<file path="config.mk">
export PLATFORM = sky130hd
export DESIGN_NAME = oop_port
export DESIGN_NICKNAME = d
export VERILOG_FILES = /design/src/oop_pkg.sv /design/src/oop_cfg_if.sv /design/src/oop_pin_drv.sv /design/src/oop_port.sv
export SDC_FILE = /design/constraint.sdc
export NUM_CORES = 1
export LEC_CHECK = 0
export ABC_AREA = 1
export BUFFER_PORTS_ARGS = -buffer_cell sky130_fd_sc_hd__clkbuf_2
export CORE_MARGIN = 10
export CORE_UTILIZATION = 44
export CTS_CLUSTER_SIZE = 8
export DETAILED_ROUTE_END_ITERATION = 10
export GPL_ROUTABILITY_DRIVEN = 0
export PLACE_DENSITY = 0.75
export SLEW_MARGIN = 20
export SYNTH_ARGS = -nofsm -noshare
export SYNTH_HDL_FRONTEND = slang
export SYNTH_HIERARCHICAL = 1
export SYNTH_SLANG_ARGS = --single-unit
</file>
<file path="constraint.sdc">
create_clock -name clk -period 1.1 [get_ports clk]
set_input_delay 0.165 -clock clk [delete_from_list [all_inputs] [get_ports clk]]
set_output_delay 0.165 -clock clk [all_outputs]
set_load 0.03 [all_outputs]
</file>
<file path="src/oop_pkg.sv">
package oop_pkg;
    // ------------------------------------------------------------
    // Register map and field layout
    // ------------------------------------------------------------
    localparam logic [15:0] OOP_ADDR_DATA = 16'hf210;
    localparam logic [15:0] OOP_ADDR_DRV_LO = 16'hf212;
    localparam logic [15:0] OOP_ADDR_DRV_HI = 16'hf213;
    localparam logic [15:0] OOP_ADDR_FUN_LO = 16'hf214;
    localparam logic [15:0] OOP_ADDR_FUN_HI = 16'hf215;
    localparam int OOP_PINS = 4;
    localparam int OOP_DATA_MSB = 3;
    localparam logic [7:0] OOP_REG_RESET = 8'h00;
    localparam logic [7:0] OOP_UNMAPPED_READ = 8'h00;
    localparam int OOP_PIN_TMB = 3;
    localparam int OOP_PIN_TM9 = 2;
    localparam int OOP_PIN_HSC = 1;
    localparam int OOP_PIN_LSC = 0;

    // Output driver codes, high bit from the high drive-select register.
    typedef enum logic [1:0] {
        OOP_DRV_HIZ = 2'b00,
        OOP_DRV_PCH = 2'b01,
        OOP_DRV_NCH = 2'b10,
        OOP_DRV_CMOS = 2'b11
    } oop_drive_t;

    // Function codes, high bit from the high function-select register.
    localparam logic [1:0] OOP_FUN_GPIO = 2'b00;
    localparam logic [1:0] OOP_FUN_ALT_A = 2'b01;
    localparam logic [1:0] OOP_FUN_ALT_B = 2'b10;
endpackage

</file>
<file path="src/oop_cfg_if.sv">
`timescale 1ns/1ns
`default_nettype none
// Per-pin configuration carried from the register file to the pin drivers.
interface oop_cfg_if;
    logic [3:0] data;
    logic [3:0] drv_lo;
    logic [3:0] drv_hi;
    logic [3:0] fun_lo;
    logic [3:0] fun_hi;
    modport regs (output data, drv_lo, drv_hi, fun_lo, fun_hi);
    modport pins (input data, drv_lo, drv_hi, fun_lo, fun_hi);
endinterface
`default_nettype wire

</file>
<file path="src/oop_pin_drv.sv">
`timescale 1ns/1ns
`default_nettype none
module oop_pin_drv (
    input wire logic [oop_pkg::OOP_PINS-1:0] src,
    input wire logic [oop_pkg::OOP_PINS-1:0] code_hi,
    input wire logic [oop_pkg::OOP_PINS-1:0] code_lo,
    output logic [oop_pkg::OOP_PINS-1:0] pin_out,
    output logic [oop_pkg::OOP_PINS-1:0] pin_oe_n
);
    import oop_pkg::*;

    // ------------------------------------------------------------
    // Driver type per pin
    // ------------------------------------------------------------
    // Open-drain modes drive only one level; the other level floats.
    always_comb begin
        for (int i = 0; i < OOP_PINS; i++) begin
            pin_out[i] = src[i];
            unique case (oop_drive_t'({code_hi[i], code_lo[i]}))
                OOP_DRV_HIZ: pin_oe_n[i] = 1'b1;
                OOP_DRV_PCH: pin_oe_n[i] = ~src[i];
                OOP_DRV_NCH: pin_oe_n[i] = src[i];
                OOP_DRV_CMOS: pin_oe_n[i] = 1'b0;
            endcase
        end
    end
endmodule
`default_nettype wire

</file>
<file path="src/oop_port.sv">
`timescale 1ns/1ns
`default_nettype none
// What this block does
// - Data register bit n drives pin n.
// - Data register reads back written value.
// - Two drive bits select hiz, pch, nch, cmos.
// - Reset clears drive selects to high impedance.
// - Drive bits 3:0, byte or word access.
// - Pin three: 00 gpio, 10 timer b.
// - Pin two: 00 gpio, 10 timer nine.
// - Pin one: 00 gpio, 01 fast clock.
// - Pin zero: 00 gpio, 01 slow clock.
// - Output only; no direction, no input path.
// - Reset clears data and function selects.
module oop_port (
    input wire logic clk,
    input wire logic rst_n,
    input wire logic [15:0] addr,
    input wire logic [15:0] wdata,
    input wire logic wr,
    input wire logic wr_word,
    input wire logic rd,
    output logic [15:0] rdata,
    input wire logic low_speed_clock_out,
    input wire logic high_speed_clock_out,
    input wire logic timer_nine_output,
    input wire logic timer_b_output,
    output logic [oop_pkg::OOP_PINS-1:0] pin_out,
    output logic [oop_pkg::OOP_PINS-1:0] pin_oe_n
);
    import oop_pkg::*;

    // ------------------------------------------------------------
    // State
    // ------------------------------------------------------------
    typedef struct packed {
        logic [3:0] data;
        logic [3:0] drv_lo;
        logic [3:0] drv_hi;
        logic [3:0] fun_lo;
        logic [3:0] fun_hi;
        logic [15:0] rdata;
    } oop_state_t;

    oop_state_t st_ff;
    oop_state_t nxt_st;
    oop_cfg_if cfg ();
    logic [3:0] src;

    // Low nibble of a byte; upper bits are not stored and read as zero.
    function automatic logic [3:0] oop_nib(input logic [7:0] b);
        return b[OOP_DATA_MSB:0];
    endfunction

    function automatic logic [7:0] oop_byte(input logic [3:0] n);
        return {4'h0, n};
    endfunction

    // The two halves of a pin's function code live in separate
    // registers; joining them in one place keeps the bit order fixed.
    function automatic logic [1:0] oop_fun_code(input logic hi,
                                                input logic lo);
        return {hi, lo};
    endfunction

    // ------------------------------------------------------------
    // Register file
    // ------------------------------------------------------------
    // A word access at the drive-select low address also reaches the
    // high byte. All five registers read back their stored nibbles; pins are never read.
    always_comb begin
        nxt_st = st_ff;
        nxt_st.rdata = 16'h0000;
        if (wr) begin
            unique case (addr)
                OOP_ADDR_DATA: nxt_st.data = oop_nib(wdata[7:0]);
                OOP_ADDR_DRV_LO: begin
                    nxt_st.drv_lo = oop_nib(wdata[7:0]);
                    if (wr_word) begin
                        nxt_st.drv_hi = oop_nib(wdata[15:8]);
                    end
                end
                OOP_ADDR_DRV_HI: nxt_st.drv_hi = oop_nib(wdata[7:0]);
                OOP_ADDR_FUN_LO: nxt_st.fun_lo = oop_nib(wdata[7:0]);
                OOP_ADDR_FUN_HI: nxt_st.fun_hi = oop_nib(wdata[7:0]);
                default: ;
            endcase
        end
        if (rd) begin
            unique case (addr)
                OOP_ADDR_DATA:
                    nxt_st.rdata = {8'h00, oop_byte(st_ff.data)};
                OOP_ADDR_DRV_LO: nxt_st.rdata =
                    {oop_byte(st_ff.drv_hi), oop_byte(st_ff.drv_lo)};
                OOP_ADDR_DRV_HI: nxt_st.rdata = {8'h00, oop_byte(st_ff.drv_hi)};
                OOP_ADDR_FUN_LO: nxt_st.rdata = {8'h00, oop_byte(st_ff.fun_lo)};
                OOP_ADDR_FUN_HI: nxt_st.rdata = {8'h00, oop_byte(st_ff.fun_hi)};
                default: nxt_st.rdata = {8'h00, OOP_UNMAPPED_READ};
            endcase
        end
    end

    // Synchronous reset puts all pins in high impedance and gpio mode.
    always_ff @(posedge clk) begin
        if (!rst_n) begin
            st_ff <= '0;
        end else begin
            st_ff <= nxt_st;
        end
    end

    assign rdata = st_ff.rdata;
    assign cfg.data = st_ff.data;
    assign cfg.drv_lo = st_ff.drv_lo;
    assign cfg.drv_hi = st_ff.drv_hi;
    assign cfg.fun_lo = st_ff.fun_lo;
    assign cfg.fun_hi = st_ff.fun_hi;

    // ------------------------------------------------------------
    // Function multiplexer
    // ------------------------------------------------------------
    // Prohibited codes fall back to the data bit; software must avoid
    // them, so the fallback is only a safe default.
    always_comb begin
        src = cfg.data;
        if (oop_fun_code(cfg.fun_hi[OOP_PIN_TMB], cfg.fun_lo[OOP_PIN_TMB])
                == OOP_FUN_ALT_B) begin
            src[OOP_PIN_TMB] = timer_b_output;
        end
        if (oop_fun_code(cfg.fun_hi[OOP_PIN_TM9], cfg.fun_lo[OOP_PIN_TM9])
                == OOP_FUN_ALT_B) begin
            src[OOP_PIN_TM9] = timer_nine_output;
        end
        if (oop_fun_code(cfg.fun_hi[OOP_PIN_HSC], cfg.fun_lo[OOP_PIN_HSC])
                == OOP_FUN_ALT_A) begin
            src[OOP_PIN_HSC] = high_speed_clock_out;
        end
        if (oop_fun_code(cfg.fun_hi[OOP_PIN_LSC], cfg.fun_lo[OOP_PIN_LSC])
                == OOP_FUN_ALT_A) begin
            src[OOP_PIN_LSC] = low_speed_clock_out;
        end
    end

    // The drive code still governs a pin carrying a peripheral signal.
    oop_pin_drv u_drv (
        .src(src),
        .code_hi(cfg.drv_hi),
        .code_lo(cfg.drv_lo),
        .pin_out(pin_out),
        .pin_oe_n(pin_oe_n)
    );
endmodule
`default_nettype wire

</file>
==> impl_metrics.json <==
{
  "outcome": "finished with violations",
  "violations": "setup timing",
  "clk_pin_slew_ps": 100,
  "synth_most_common_cell": "nand2_1",
  "cts_root_buf": "clkbuf_8",
  "avgSynthCellArea_um2": 6.70,
  "seq_area_frac_synth_pct": 31.9,
  "period_share_pct": 140,
  "whs_endpoint": "cfg.drv_hi[0]",
  "synth_cell_type_count": 25,
  "synth_common_cells": "nand2_1 (64), inv_1 (41), nand3_1 (30)",
  "ios": 65,
  "crit_required_ps": 940,
  "drtIter0Drc": 142,
  "grt_pass1_vias": 1844,
  "die_area_mm2": 0.00692,
  "yosysTopAreaCell": "dfxtp_1",
  "maxSlewViolCount": 0,
  "drt_pass1_iterations": 4,
  "wl_mm": 5.18,
  "nets": 379,
  "grt_usage_pct": 13.4,
  "seq_area_um2": 572,
  "clockBufferDepth": 2,
  "min_delay_path_depth": 3,
  "reg2reg_slack_ps": 160,
  "maxCapViolations": 0,
  "timing.final.ws_setup_ps": -435,
  "synthCells": 262,
  "num_antenna_cells": 0,
  "ff2ff_path_depth": 5,
  "syn_to_final_growth_pct": 44.1,
  "rr_startpoint": "cfg.data[2]",
  "min_path_type": "in2reg",
  "wl_per_cell_um": 13.4,
  "dp_cells": 376,
  "holdCritStartpoint": "rst_n",
  "p_leak_nw": 1.30,
  "synthFlopType": "dfxtp_1",
  "drive_gt1_share_pct": 43.0,
  "cp-end-kind": "output pin",
  "fill_cells": 307,
  "synth_warnings": 6,
  "multi_input_area_mm2": 0.00107,
  "synthTopCellsByArea": "dfxtp_1 (32%), nand2_1 (14%), inv_1 (8.8%), nand3_1 (8.5%), a21oi_1 (5.7%)",
  "grt_max_degree": 17,
  "portBuffers": 48,
  "grt_pass1_wl_mm": 8.13,
  "crit_type": "reg2out",
  "period_needed_ps": 1540,
  "ys_async_sr_fraction_pct": 0,
  "ant_nets": 0,
  "die_y_um": 83.2,
  "route.detailed.drc": 0,
  "antenna_found_initial": 0,
  "clkSinkCount": 28,
  "dp_hpwl_mm": 3.79,
  "post-place-ws_ps": -295,
  "synth_edf_count": 0,
  "core_area_mm2": 0.00377,
  "synth_area_mm2": 0.00176,
  "startpoint_type": "flip-flop",
  "fmax_mhz": 651,
  "ys_ff_latch": 28,
  "power.density_mw_per_mm2": 819,
  "cts_buffers": 3,
  "setup_viol": 8,
  "final_area_mm2": 0.00253,
  "rows": 22,
  "cts_tree": "done",
  "vias": 1888,
  "grt_overflow": 0,
  "instances_no_fill": 385,
  "clock-skew-final_ps": 7.13,
  "cp.arrival_ps": 1370,
  "irDropWorstVdd_v": 0.000740,
  "hold_buffers": 0,
  "place_area_mm2": 0.00223,
  "start_util_pct": 46.6,
  "r2r_end": "rdata[2]",
  "rsz0062_at_grt": "yes",
  "yosys.area.top_type_share_pct": 31.9,
  "hold_slack_ps": 166,
  "die_x_um": 83.2,
  "cts_htree_levels": 1,
  "path_max_fanout": 3,
  "hold_violations": 0,
  "vias_per_cell": 4.90,
  "clk_latency_ps": 280
}
==> cells by family (layout without fill, tap and decap cells) <==
| group | count (synthesis) | count (layout) | synth area share, % |
|---|---|---|---|
| and+or+nand+nor | 142 | 143 | 41.1 |
| buffers and inverters | 61 | 128 | 17.4 |
| AOI/OAI and AO/OA | 28 | 28 | 8.12 |
| DFF | 28 | 28 | 31.9 |
| muxes | 2 | 2 | 1.28 |
| other | 1 | 8 | 0.213 |
==> metrics by stage <==
| stage | utilization (%) | setup TNS [ps] | total power [mW] |
|---|---|---|---|
| finish | 67.1 | -2830 | 2.07 |
| global route | 67.1 | -3270 | 2.14 |
| CTS | 64.2 | -2790 | 2.07 |
| detailed placement | 59.3 | -7680 | 1.26 |
| global placement | 59.3 | -6810 | 1.26 |
| floorplan | - | -113 | 1.18 |
==> flip-flops by register name, summed over array words and instances (netlist names) <==
register,flops
cfg.drv_hi,4
cfg.data,4
cfg.fun_hi,4
cfg.fun_lo,4
cfg.drv_lo,4
rdata,8
==> power by group <==
group	switching [mW]	total (mW)	internal, mW	leakage [nW]
clock network	0.337	0.825	0.488	0.0357
registers	0.00000984	1.01	1.01	0.229
logic	0.156	0.239	0.0828	1.04
==> layer usage <==
metal,GRT usage (%),routed length [um]
met1,15.9,1950
met2,22.3,2620
met3,4.59,559
met4,3.23,52
met5,0,0
==> worst max-delay path, stage by stage (launching register included) <==
cell and delay [ps]:
dfxtp_2 350, inv_2 60, nor2_4 80, mux2_4 320, inv_2 50, nand2_2 50
nand2_4 60, buf_8 110
==> how the worst max path moves through the flow <==
stage,depth (start not counted),slack [ps],endpoint,from
after floorplan,6,-30,pin_oe_n[1],cfg.fun_lo[1]
after global placement,10,-280,cfg.drv_hi[2],addr[9]
after detailed placement,10,-290,cfg.drv_hi[2],addr[9]
after CTS,7,-460,pin_oe_n[1],cfg.fun_lo[1]
after global routing,7,-480,pin_oe_n[0],cfg.fun_lo[0]
final,7,-440,pin_oe_n[0],cfg.fun_lo[0]
==> layout by cell type (no fill, tap or decap) <==
master / synthesis / routed
dfxtp_4: 0 / 1
inv_1: 41 / 33
dfxtp_1: 28 / 21
nand3_2: 2 / 1
nor2_4: 3 / 7
inv_4: 0 / 1
nand3_4: 1 / 3
nand2_2: 2 / 7
a31oi_4: 0 / 1
bufinv_16: 0 / 1
a31oi_2: 0 / 1
mux2_4: 0 / 2
buf_8: 0 / 7
buf_6: 4 / 3
nand4_1: 4 / 4
inv_8: 0 / 1
nor2_2: 4 / 6
and2_4: 0 / 1
nor3_1: 4 / 4
nor2_1: 20 / 15
buf_2: 1 / 1
o21ai_0: 6 / 5
a21oi_2: 0 / 1
clkbuf_8: 0 / 3
a21oi_4: 0 / 1
nand2_1: 64 / 54
o21ai_1: 0 / 1
nor2_8: 2 / 2
dfxtp_2: 0 / 6
nand2_4: 5 / 10
buf_12: 0 / 1
conb_1: 1 / 8
buf_4: 12 / 30
clkbuf_2: 0 / 39
inv_2: 2 / 8
nand3_1: 30 / 29
a21oi_1: 20 / 18
==> what timing repair did <==
item,in CTS,in global routing
setup endpoints to repair,8,32
buffers inserted,2,1
pin swaps,7,5
resized for setup,29,29
gates cloned,0,2
==> area by class of cell <==
type                            instances  area share (%)
Clock buffer                            3            1.63
Sequential cell                        28            22.6
Inverter                               43            6.77
Multi-Input combinational cell        181            42.4
Timing Repair Buffer                   81            23.1
Tap cell                               48            2.37
Clock inverter                          1            1.19
(Power assumes the default switching activity.)
